### src/rtl/tap_regs.svh
`ifndef TAP_REGS_SVH
`define TAP_REGS_SVH

// ----------------------------------------------------------------------
// instruction register
// ----------------------------------------------------------------------
`define IR_WIDTH          3
// value captured into the two low bits on capture-ir
`define IR_CAPTURE_LOW    2'h1
`define IR_CAPTURE_HIGH   1'h0

// opcodes, binary msb left
`define OP_EXTEST         3'h0
`define OP_IDCODE         3'h1
`define OP_SAMPLE_Z       3'h2
`define OP_RESERVED_3     3'h3
`define OP_SAMPLE_PRELOAD 3'h4
`define OP_RESERVED_5     3'h5
`define OP_RESERVED_6     3'h6
`define OP_BYPASS         3'h7

// ----------------------------------------------------------------------
// data registers
// ----------------------------------------------------------------------
`define ID_WIDTH          32
// identification value is arbitrary; bit 0 set as a scan marker
`define IDENTIFICATION_ROM_DEFAULT    32'h0a5c_3e01
`define BSR_WIDTH         51
`define SYNC_STAGES       2

`endif

### src/rtl/tap_pkg.sv
package tap_pkg;

   // pins from the external test controller
   typedef struct packed {
      logic tck;
      logic tms;
      logic tdi;
   } jtag_in_s;

   // tap controller states, gray steps along the usual path
   typedef enum logic [3:0] {
      ST_RESET      = 4'h0,
      ST_IDLE       = 4'h1,
      ST_SEL_DR     = 4'h3,
      ST_CAP_DR     = 4'h2,
      ST_SHIFT_DR   = 4'h6,
      ST_EXIT1_DR   = 4'h7,
      ST_PAUSE_DR   = 4'h5,
      ST_EXIT2_DR   = 4'h4,
      ST_UPD_DR     = 4'hc,
      ST_SEL_IR     = 4'hd,
      ST_CAP_IR     = 4'hf,
      ST_SHIFT_IR   = 4'he,
      ST_EXIT1_IR   = 4'ha,
      ST_PAUSE_IR   = 4'hb,
      ST_EXIT2_IR   = 4'h9,
      ST_UPD_IR     = 4'h8
   } tap_state_e;

   // which data register sits between tdi and tdo
   typedef enum logic [1:0] {
      DR_BYPASS = 2'h0,
      DR_ID     = 2'h1,
      DR_BSR    = 2'h2
   } dr_sel_e;

endpackage

### src/rtl/sync2.sv
`timescale 1ns/100ps
module sync2 #(
   parameter int WIDTH = 1
) (
   input  wire logic             clk,    // sampling clock
   input  wire logic             rst,    // synchronous reset
   input  wire logic [WIDTH-1:0] d,      // asynchronous input
   output logic      [WIDTH-1:0] q       // synchronised output
);
   logic [WIDTH-1:0] meta_reg;

   // first stage feeds only the second
   always_ff @(posedge clk) begin
      if (rst) begin
         meta_reg <= '0;
         q        <= '0;
      end else begin
         meta_reg <= d;
         q        <= meta_reg;
      end
   end
endmodule

### src/rtl/sram_tap_instruction_decode.sv
// How it works
// - idcode: capture rom, shift id register
// - idcode after reset and test-logic-reset
// - opcode 001 is idcode, ram unaffected
// - sample-z floats outputs, shifts boundary register
// - opcode 010 is sample-z, captures pads
// - opcode 000 extest: capture, shift, float
// - opcode 100 sample/preload: capture, shift only
// - opcode 111 bypass: one-bit register, ram unaffected
// - opcodes binary, msb leftmost
// - capture-ir loads 01, ir shifts in shift-ir
// - new instruction takes effect at update-ir
// - update-dr changes nothing, like pause-dr
`timescale 1ns/100ps
`include "tap_regs.svh"
module sram_tap_instruction_decode #(
   parameter logic [`ID_WIDTH-1:0] IDENTIFICATION_ROM = `IDENTIFICATION_ROM_DEFAULT
) (
   input  wire logic                   core_clk,      // 40 mhz clock
   input  wire logic                   rst,           // sync reset
   input  wire tap_pkg::jtag_in_s      jtag_in,       // tck/tms/tdi
   input  wire logic [`BSR_WIDTH-1:0]  pad_ring,      // ram pad levels
   output logic                        tdo,           // test data out
   output logic                        tdo_oe,        // tdo driven
   output logic                        ram_out_float, // ram outputs hi-z
   output logic [`IR_WIDTH-1:0]        cur_instr      // active opcode
);
   import tap_pkg::*;

   // ----------------------------------------------------------------
   // pin synchronisers and tck edges
   // ----------------------------------------------------------------
   jtag_in_s               jtag_s;
   logic [`BSR_WIDTH-1:0]  pad_s;
   logic                   tck_d_reg;
   logic                   tck_rise;
   logic                   tck_fall;

   sync2 #(.WIDTH(3)) u_sync_jtag (
      .clk (core_clk),
      .rst (rst),
      .d   (jtag_in),
      .q   (jtag_s)
   );

   // pads belong to the ram clock; capture is only repeatable if the
   // ram holds them steady around the capture edge
   sync2 #(.WIDTH(`BSR_WIDTH)) u_sync_pads (
      .clk (core_clk),
      .rst (rst),
      .d   (pad_ring),
      .q   (pad_s)
   );

   always_ff @(posedge core_clk) begin
      if (rst) begin
         tck_d_reg <= 1'b0;
      end else begin
         tck_d_reg <= jtag_s.tck;
      end
   end

   assign tck_rise = jtag_s.tck & ~tck_d_reg;
   assign tck_fall = ~jtag_s.tck & tck_d_reg;

   // ----------------------------------------------------------------
   // tap state machine
   // ----------------------------------------------------------------
   tap_state_e state_reg;
   tap_state_e state_next;

   always_comb begin
      state_next = state_reg;
      unique case (state_reg)
         ST_RESET:    state_next = jtag_s.tms ? ST_RESET    : ST_IDLE;
         ST_IDLE:     state_next = jtag_s.tms ? ST_SEL_DR   : ST_IDLE;
         ST_SEL_DR:   state_next = jtag_s.tms ? ST_SEL_IR   : ST_CAP_DR;
         ST_CAP_DR:   state_next = jtag_s.tms ? ST_EXIT1_DR : ST_SHIFT_DR;
         ST_SHIFT_DR: state_next = jtag_s.tms ? ST_EXIT1_DR : ST_SHIFT_DR;
         ST_EXIT1_DR: state_next = jtag_s.tms ? ST_UPD_DR   : ST_PAUSE_DR;
         ST_PAUSE_DR: state_next = jtag_s.tms ? ST_EXIT2_DR : ST_PAUSE_DR;
         ST_EXIT2_DR: state_next = jtag_s.tms ? ST_UPD_DR   : ST_SHIFT_DR;
         ST_UPD_DR:   state_next = jtag_s.tms ? ST_SEL_DR   : ST_IDLE;
         ST_SEL_IR:   state_next = jtag_s.tms ? ST_RESET    : ST_CAP_IR;
         ST_CAP_IR:   state_next = jtag_s.tms ? ST_EXIT1_IR : ST_SHIFT_IR;
         ST_SHIFT_IR: state_next = jtag_s.tms ? ST_EXIT1_IR : ST_SHIFT_IR;
         ST_EXIT1_IR: state_next = jtag_s.tms ? ST_UPD_IR   : ST_PAUSE_IR;
         ST_PAUSE_IR: state_next = jtag_s.tms ? ST_EXIT2_IR : ST_PAUSE_IR;
         ST_EXIT2_IR: state_next = jtag_s.tms ? ST_UPD_IR   : ST_SHIFT_IR;
         ST_UPD_IR:   state_next = jtag_s.tms ? ST_SEL_DR   : ST_IDLE;
      endcase
   end

   always_ff @(posedge core_clk) begin
      if (rst) begin
         state_reg <= ST_RESET;
      end else if (tck_rise) begin
         state_reg <= state_next;
      end
   end

   // ----------------------------------------------------------------
   // instruction register
   // ----------------------------------------------------------------
   logic [`IR_WIDTH-1:0] ir_shift_reg;

   // lsb leaves first at tdo, so the msb is the last bit shifted in
   always_ff @(posedge core_clk) begin
      if (rst) begin
         ir_shift_reg <= `OP_IDCODE;
      end else if (tck_rise) begin
         if (state_reg == ST_CAP_IR) begin
            ir_shift_reg <= {`IR_CAPTURE_HIGH, `IR_CAPTURE_LOW};
         end else if (state_reg == ST_SHIFT_IR) begin
            ir_shift_reg <= {jtag_s.tdi,
                             ir_shift_reg[`IR_WIDTH-1:1]};
         end
      end
   end

   // the old opcode keeps running while a new one shifts in
   always_ff @(posedge core_clk) begin
      if (rst) begin
         cur_instr <= `OP_IDCODE;
      end else if (tck_rise) begin
         if (state_next == ST_RESET) begin
            cur_instr <= `OP_IDCODE;
         end else if (state_next == ST_UPD_IR) begin
            cur_instr <= ir_shift_reg;
         end
      end
   end

   // ----------------------------------------------------------------
   // opcode decode
   // ----------------------------------------------------------------
   dr_sel_e dr_sel;
   logic    float_next;

   always_comb begin
      dr_sel     = DR_BYPASS;
      float_next = 1'b0;
      unique case (cur_instr)
         `OP_EXTEST: begin
            dr_sel     = DR_BSR;
            float_next = 1'b1;
         end
         `OP_IDCODE: begin
            dr_sel     = DR_ID;
         end
         `OP_SAMPLE_Z: begin
            dr_sel     = DR_BSR;
            float_next = 1'b1;
         end
         `OP_SAMPLE_PRELOAD: begin
            dr_sel     = DR_BSR;
         end
         `OP_BYPASS: begin
            dr_sel     = DR_BYPASS;
         end
         default: begin
            // reserved codes keep the chain one bit long
            dr_sel     = DR_BYPASS;
            float_next = 1'b0;
         end
      endcase
   end

   always_ff @(posedge core_clk) begin
      if (rst) begin
         ram_out_float <= 1'b0;
      end else begin
         ram_out_float <= float_next;
      end
   end

   // ----------------------------------------------------------------
   // data registers
   // ----------------------------------------------------------------
   logic [`ID_WIDTH-1:0]  id_reg;
   logic [`BSR_WIDTH-1:0] bsr_reg;
   logic                  bypass_reg;

   always_ff @(posedge core_clk) begin
      if (rst) begin
         id_reg <= '0;
      end else if (tck_rise && dr_sel == DR_ID) begin
         if (state_reg == ST_CAP_DR) begin
            id_reg <= IDENTIFICATION_ROM;
         end else if (state_reg == ST_SHIFT_DR) begin
            id_reg <= {jtag_s.tdi, id_reg[`ID_WIDTH-1:1]};
         end
      end
   end

   // update-dr has no branch here: no preload latch exists
   always_ff @(posedge core_clk) begin
      if (rst) begin
         bsr_reg <= '0;
      end else if (tck_rise && dr_sel == DR_BSR) begin
         if (state_reg == ST_CAP_DR) begin
            bsr_reg <= pad_s;
         end else if (state_reg == ST_SHIFT_DR) begin
            bsr_reg <= {jtag_s.tdi,
                        bsr_reg[`BSR_WIDTH-1:1]};
         end
      end
   end

   always_ff @(posedge core_clk) begin
      if (rst) begin
         bypass_reg <= 1'b0;
      end else if (tck_rise && dr_sel == DR_BYPASS) begin
         if (state_reg == ST_CAP_DR) begin
            bypass_reg <= 1'b0;
         end else if (state_reg == ST_SHIFT_DR) begin
            bypass_reg <= jtag_s.tdi;
         end
      end
   end

   // ----------------------------------------------------------------
   // tdo, changed on the falling tck edge
   // ----------------------------------------------------------------
   logic dr_lsb;

   always_comb begin
      dr_lsb = bypass_reg;
      unique case (dr_sel)
         DR_ID:     dr_lsb = id_reg[0];
         DR_BSR:    dr_lsb = bsr_reg[0];
         DR_BYPASS: dr_lsb = bypass_reg;
         default:   dr_lsb = bypass_reg;
      endcase
   end

   always_ff @(posedge core_clk) begin
      if (rst) begin
         tdo    <= 1'b0;
         tdo_oe <= 1'b0;
      end else if (tck_fall) begin
         if (state_reg == ST_SHIFT_IR) begin
            tdo    <= ir_shift_reg[0];
            tdo_oe <= 1'b1;
         end else if (state_reg == ST_SHIFT_DR) begin
            tdo    <= dr_lsb;
            tdo_oe <= 1'b1;
         end else begin
            tdo_oe <= 1'b0;
         end
      end
   end
endmodule

### config.mk
export PLATFORM = sky130hd
export DESIGN_NAME = sram_tap_instruction_decode
export DESIGN_NICKNAME = d
export VERILOG_FILES = /design/src/rtl/tap_pkg.sv /design/src/rtl/sync2.sv /design/src/rtl/sram_tap_instruction_decode.sv
export VERILOG_INCLUDE_DIRS = /design/src /design/src/rtl
export SDC_FILE = /design/constraint.sdc
export NUM_CORES = 1
export LEC_CHECK = 0
export BUFFER_PORTS_ARGS = -buffer_cell sky130_fd_sc_hd__buf_2
export CAP_MARGIN = 20
export CORE_MARGIN = 2
export CORE_UTILIZATION = 38
export CTS_CLUSTER_SIZE = 14
export DETAILED_ROUTE_END_ITERATION = 8
export PLACE_DENSITY = 0.53
export REMOVE_ABC_BUFFERS = 1
export SLEW_MARGIN = 20
export SYNTH_ARGS = -nofsm -noshare
export SYNTH_HDL_FRONTEND = slang
export SYNTH_SLANG_ARGS = --single-unit
export TNS_END_PERCENT = 100
### constraint.sdc
create_clock -name core_clk -period 1.8 [get_ports core_clk]
set_input_delay 0.09 -clock core_clk [delete_from_list [all_inputs] [get_ports core_clk]]
set_output_delay 0.09 -clock core_clk [all_outputs]
set_load 0.01 [all_outputs]
# ---- After elaboration in Yosys (flattened, before gate mapping)
# Index checks and enable logic that the tools add are counted.
dict set report totals {
  reg_bits 206
  latchBits 0
  ramBits 0
  romBits 0
  input_bits 56
  mem_count 0
}
dict set report classes {
  add_sub_neg 0
  n_mul 0
  div 0
  order_cmp 0
  eq_ne 21
  shifts 0
  n_mux 30
  bitwise 4
  n_reduce_logical 22
}
# operator n
set ops {}
lappend ops {{$mux W51} 2}
lappend ops {{$mux W32} 2}
lappend ops {{$pmux W4 S12} 1}
lappend ops {{$eq A4 B4 Y1 const B} 9}
lappend ops {{$mux W3} 6}
lappend ops {{$eq A4 B3 Y1 const B} 4}
lappend ops {{$mux W4} 4}
lappend ops {{$reduce_and A2 Y1} 6}
lappend ops {{$mux W1} 10}
lappend ops {{$eq A4 B2 Y1 const B} 2}
lappend ops {{$logic_not A4 Y1} 2}
lappend ops {{$reduce_bool A2 Y1} 4}
lappend ops {{$mux W2} 3}
lappend ops {{$reduce_or A2 Y1} 3}
lappend ops {{$reduce_or A3 Y1} 2}
lappend ops {{$eq A4 B1 Y1 const B} 1}
lappend ops {{$pmux W2 S2} 1}
lappend ops {{$eq A3 B1 Y1 const B} 1}
lappend ops {{$eq A3 B2 Y1 const B} 1}
lappend ops {{$eq A3 B3 Y1 const B} 1}
lappend ops {{$logic_and A1 B1 Y1} 3}
lappend ops {{$logic_not A3 Y1} 1}
lappend ops {{$and A1 B1 Y1} 2}
lappend ops {{$eq A2 B1 Y1 const B} 1}
lappend ops {{other kinds (4)} 5}

# ---- Longest topological paths before layout
dict set report logic_depth {
  depth_word 7
  ltp_mapped 9
}

# ---- Modules after synthesis
# From an unflattened synthesis, not the netlist that was laid out.
dict set report unflattened {
  hier_cells 770
  hier_area_um2 7189.4
}
# module instances cells_per_inst area_per_inst_um2 seq_area_each_um2
set by_module_without_submodules {}
lappend by_module_without_submodules {sram_tap_instruction_decode 1 543 4290.4 1961.9}
lappend by_module_without_submodules {{sync2 (u_sync_pads)} 1 215 2741.4 2042.0}
lappend by_module_without_submodules {{sync2 (u_sync_jtag)} 1 12 157.7 120.1}

# ---- Worst setup path before layout
# No wires, ideal clock.
dict set report synth_path {
  path_kind {register -> register}
  start {register cur_instr[1]}
  end {register tdo}
  setup_ns 0.095
  arrival_time_ns 1.441
  setup_slack_ns 0.264
  path_stages_with_launch 7
  path_buffers 0
  synth_period_minus_slack_ns 1.536
  cell_sequence {dfxtp_1 > nor2_1 > nand2_1 > ha_1 > nor2b_1 > a311o_1 > a221oi_1}
}
dict set report synth_via {
  elab_chain_len 7
  word_cells_on_any_way 11
}
# element line_no
set synth_lines {}
lappend synth_lines {{from (decl)} sram_tap_instruction_decode.sv:26} ;# output logic [`IR_WIDTH-1:0] cur_instr
lappend synth_lines {{from (signal assigned)} sram_tap_instruction_decode.sv:124} ;# cur_instr <= `OP_IDCODE;
lappend synth_lines {{from (signal assigned)} sram_tap_instruction_decode.sv:127} ;# cur_instr <= `OP_IDCODE;
lappend synth_lines {{from (signal assigned)} sram_tap_instruction_decode.sv:129} ;# cur_instr <= ir_shift_reg;
lappend synth_lines {{$eq A3 B3 Y1 (tied with other cells)} sram_tap_instruction_decode.sv:143} ;# unique case (cur_instr)
lappend synth_lines {{$reduce_or A3 Y1 (no line)} -}
lappend synth_lines {{$pmux W2 S2 *} sram_tap_instruction_decode.sv:143}
lappend synth_lines {{$eq A2 B2 Y1 / $eq A2 B1 Y1 (equally long branches)} sram_tap_instruction_decode.sv:229} ;# unique case (dr_sel)
lappend synth_lines {{$pmux W1 S2 *} sram_tap_instruction_decode.sv:229}
lappend synth_lines {{$mux W1 *} sram_tap_instruction_decode.sv:245} ;# end else if (state_reg == ST_SHIFT_DR) begin
lappend synth_lines {{$mux W1 *} sram_tap_instruction_decode.sv:242} ;# if (state_reg == ST_SHIFT_IR) begin
lappend synth_lines {{to (signal assigned)} sram_tap_instruction_decode.sv:243} ;# tdo <= ir_shift_reg[0];
lappend synth_lines {{to (signal assigned)} sram_tap_instruction_decode.sv:246} ;# tdo <= dr_lsb;
lappend synth_lines {{to (decl)} sram_tap_instruction_decode.sv:23} ;# output logic tdo,
# Mark *: on every way between the ends. The rest lies on a longest branch, timed or not. The select of a mux whose other input is x is not followed.
# A chain may end at the register's enable or synchronous reset.

# ---- Worst setup path in the final report
dict set report layout_path {
  start {register state_reg[2]}
  end {register bsr_reg[47]}
}
dict set report layout_via {
  elab_chain_len 3
  word_cells_on_any_way 5
}
# element line_no
set layout_lines {}
lappend layout_lines {{from (decl)} sram_tap_instruction_decode.sv:69} ;# tap_state_e state_reg;
lappend layout_lines {{from (signal assigned)} sram_tap_instruction_decode.sv:98} ;# state_reg <= state_next;
lappend layout_lines {{$eq A4 B2 Y1 / $eq A4 B3 Y1 (equally long branches)} {sram_tap_instruction_decode.sv:201, sram_tap_instruction_decode.sv:203}}
lappend layout_lines {{$reduce_bool A2 Y1 (no line)} -}
lappend layout_lines {{$reduce_and A2 Y1 (no line)} -}
lappend layout_lines {{to (signal assigned)} sram_tap_instruction_decode.sv:202} ;# bsr_reg <= pad_s;
lappend layout_lines {{to (signal assigned)} sram_tap_instruction_decode.sv:204} ;# bsr_reg <= {jtag_s.tdi,
lappend layout_lines {{to (decl)} sram_tap_instruction_decode.sv:181} ;# logic [`BSR_WIDTH-1:0] bsr_reg;
# Several ways; a longest one is shown, not always the timed one.

==> impl_results.md <==
* Largest cells by area after synthesis: dfxtp_1, nor2b_1, nand2_1
* Share of layout cells above drive strength 1 at 14.3%
* Setup WS post-layout at 0.185 ns
* Die height at 141 um
* DR WL/cell at 11.8 um
* Buf/Inv on CP at 2
* H-tree levels at 1
* Family with the most delay on the worst path: simple AND/OR/NAND/NOR gates
* RSZ-0062 raised after global routing: false
* DRC at 0
* Synth Area in XOR/XNOR at 0%
* Sequential share of the synthesized area at 57.8%
* Fillers at 1,743
* Critical-path cell list: nor4b_2 -> buf_4 -> buf_12 -> nand2_1 -> a31oi_1
* DP HPWL at 7990 um
* Via/cell ratio at 4.75
* Num Clock Sinks at 206
* Tot GR Track Use at 13.5%
* Initial Util at 38.4%
* Crit path capture: bsr_reg[47]$_SDFFE_PP0P_
* Yosys cell types at 46
* Worst R2R Start: state_reg[2]$_SDFFE_PP0P_
* Flop2flop setup slack at 0.19 ns
* Max_cap viols at 0
* Nets@finish at 923
* CP required at 2.20 ns
* Total global routing overflow at 0
* Reg2reg path depth at 5
* Final Hold Violating Endpoints at 0
* Main combinational cell family by area after synthesis: simple AND/OR/NAND/NOR gates
* Tmin final at 1.61 ns
* Worst Setup Path Type: reg2reg
* Vias in the first global route at 5,103
* Simple-gate area share of the yosys netlist at 23.7%
* Std-Cell Rows at 50
* FF-to-FF End: bsr_reg[47]$_SDFFE_PP0P_
* Worst-case vdd ir drop at 0.594 mV
* Synth-to-Final Area Change at 25.5%
* Crit-path max cell delay at 0.46 ns
* CTS Buf Count at 22
* Multi-input combinational cell area at 2680 um^2
* WL final at 13,100 um
* Syn Inst Count at 768
* Die W at 141 um
* Max-slew violations at 0
* Clock Path Buffers at 3
* Clock transition at path regs at 0.06 ns
* Final Wtd Congestion at 0.763
* Post-synth top cells: dfxtp_1, nand2_1, nor2b_1
* Period utilisation layout at 89.7%
* Setup-failing EPs final at 0
* Hold Crit Class: in2reg
* Starting DRT DRC Count at 363
* Worst Setup SP: state_reg[2]$_SDFFE_PP0P_
* Slew margin rel. at 57.1%
* DP Worst Slack at 0.158 ns
* # IOs at 62
* Pre-Repair DR Iteration Count at 5
* Yosys top cell by area: dfxtp_1
* Compound-Gate Fraction of Synth Area at 12.4%
* CP arrival at 2.02 ns
* Die area at 19,900 um^2
* CTS tree: built
* Worst slew pin tran at 0.644 ns
* Peak Freq at 0.619 GHz
* Core area at 18,600 um^2
* Crit-path max FO at 20
* Via count at 5,287
* Leakage power at 3.38 nW
* Top-count cell post-synth: dfxtp_1
* Post-synth top area share at 57.8%
* # diodes at 0
* Stages on the worst setup path at 5
* PwrDens at 1040 nW/um^2
* Clock Tree Root: clkbuf_16
* Average cell area after synthesis at 9.29 um^2
* Syn Std Cell Area at 7140 um^2
* Synth Area in Adders at 0.526%
* Insertion delay to the later sink of the worst-skew pair at 0.49 ns
* Multiplexer share of the synthesized area at 0.719%
* # port buffers at 61
* Total negative setup slack at 0 ns
* CP max stage cell: nor4b_2
* Yosys warning total at 0
* Register area at 4120 um^2
* Pwr Total at 9.35 mW
* CP endpoint kind: register
* Worst Skew at 0.00935 ns
* Initial antenna violation count at 0
* #FFs+latches synth at 206
* Status: completed
* ANT nets after route at 0
* Number of flops mapped to enable cells by yosys at 0
* Async set or reset register ratio after synthesis at 0%
* Startpoint Class: register
* Main flop type after synthesis: dfxtp_1
* Hold WS at 0.169 ns
* Largest net degree at the start of global routing at 153
* First-pass GRT wire length at 23,000 um
-- metrics by stage --
step,area (um^2),utilization [%],std cells
2_1_floorplan,6810,-,704
3_3_place_gp,7690,41.4,1019
3_5_place_dp,7690,41.4,1019
4_1_cts,8940,48.1,1113
5_1_grt,8960,48.2,1114
6_report,8960,48.2,1114
-- repair_timing --
item | CTS | global route
hold buffers | 54 | 0
endpoints found under the hold margin | 54 | 0
resized for setup | 0 | 0
buffers inserted | 0 | 1
setup endpoints to repair | 0 | 7
-- final cells by class --
type,instances,area share (%)
multi-input combinational,492,29.9
clock inverter,8,0.475
tap,234,3.27
clock buffer,32,7.47
sequential,206,46.0
timing repair buffer,136,12.6
inverter,6,0.251
-- worst min path at each step --
stage                 start                                  end  slack, ns  cells after the start
2_1_floorplan           rst              id_reg[14]$_SDFFE_PP0P_       0.16                      1
3_3_place_gp     jtag_in[2]   u_sync_jtag.meta_reg[2]$_SDFF_PP0_       0.30                      2
3_5_place_dp   pad_ring[10]  u_sync_pads.meta_reg[10]$_SDFF_PP0_       0.30                      2
4_1_cts                 rst  u_sync_pads.meta_reg[37]$_SDFF_PP0_       0.20                      3
5_1_grt                 rst  u_sync_pads.meta_reg[37]$_SDFF_PP0_       0.17                      3
6_report                rst  u_sync_pads.meta_reg[37]$_SDFF_PP0_       0.17                      3
-- worst min-delay path: stages --
cell and delay (ns):
buf_4 0.13, buf_12 0.24, nor2b_1 0.15
-- cells by family after synthesis --
kind of cell | after synthesis
AO/OA/AOI/OAI | 153
adder cells (fa/ha/maj) | 3
buffers and inverters | 70
flip-flops | 206
multiplexers | 5
AND/OR/NAND/NOR | 331
-- where the power goes --
part | switching (mW) | internal (mW)
Sequential | 0.0311 | 4.67
Combinational | 0.147 | 0.207
Clock | 1.71 | 2.58
Total | 1.89 | 7.46
-- layout by cell type (no fill, tap or decap), types with 23 or more instances in the layout --
cell type and instances:
dfxtp_1 206, nand2_1 129, nor2b_1 115, buf_2 60
dlygate4sd3_1 54, a31oi_1 51, a21oi_1 30, o21ai_1 30
nor3_1 26, o21ai_0 26, nand3_1 24, clkbuf_16 23
-- layer usage --
layer | global-route usage (%) | part of all wire (%) | vias to the layer above
met5 | 0 | 0 | -
met4 | 3.89 | 1.4 | 0
met3 | 2.68 | 4.0 | 17
met2 | 23.3 | 46 | 97
met1 | 17.3 | 48 | 2407
li1 | - | - | 2766
Note: power is estimated with default switching activity, not from simulation.
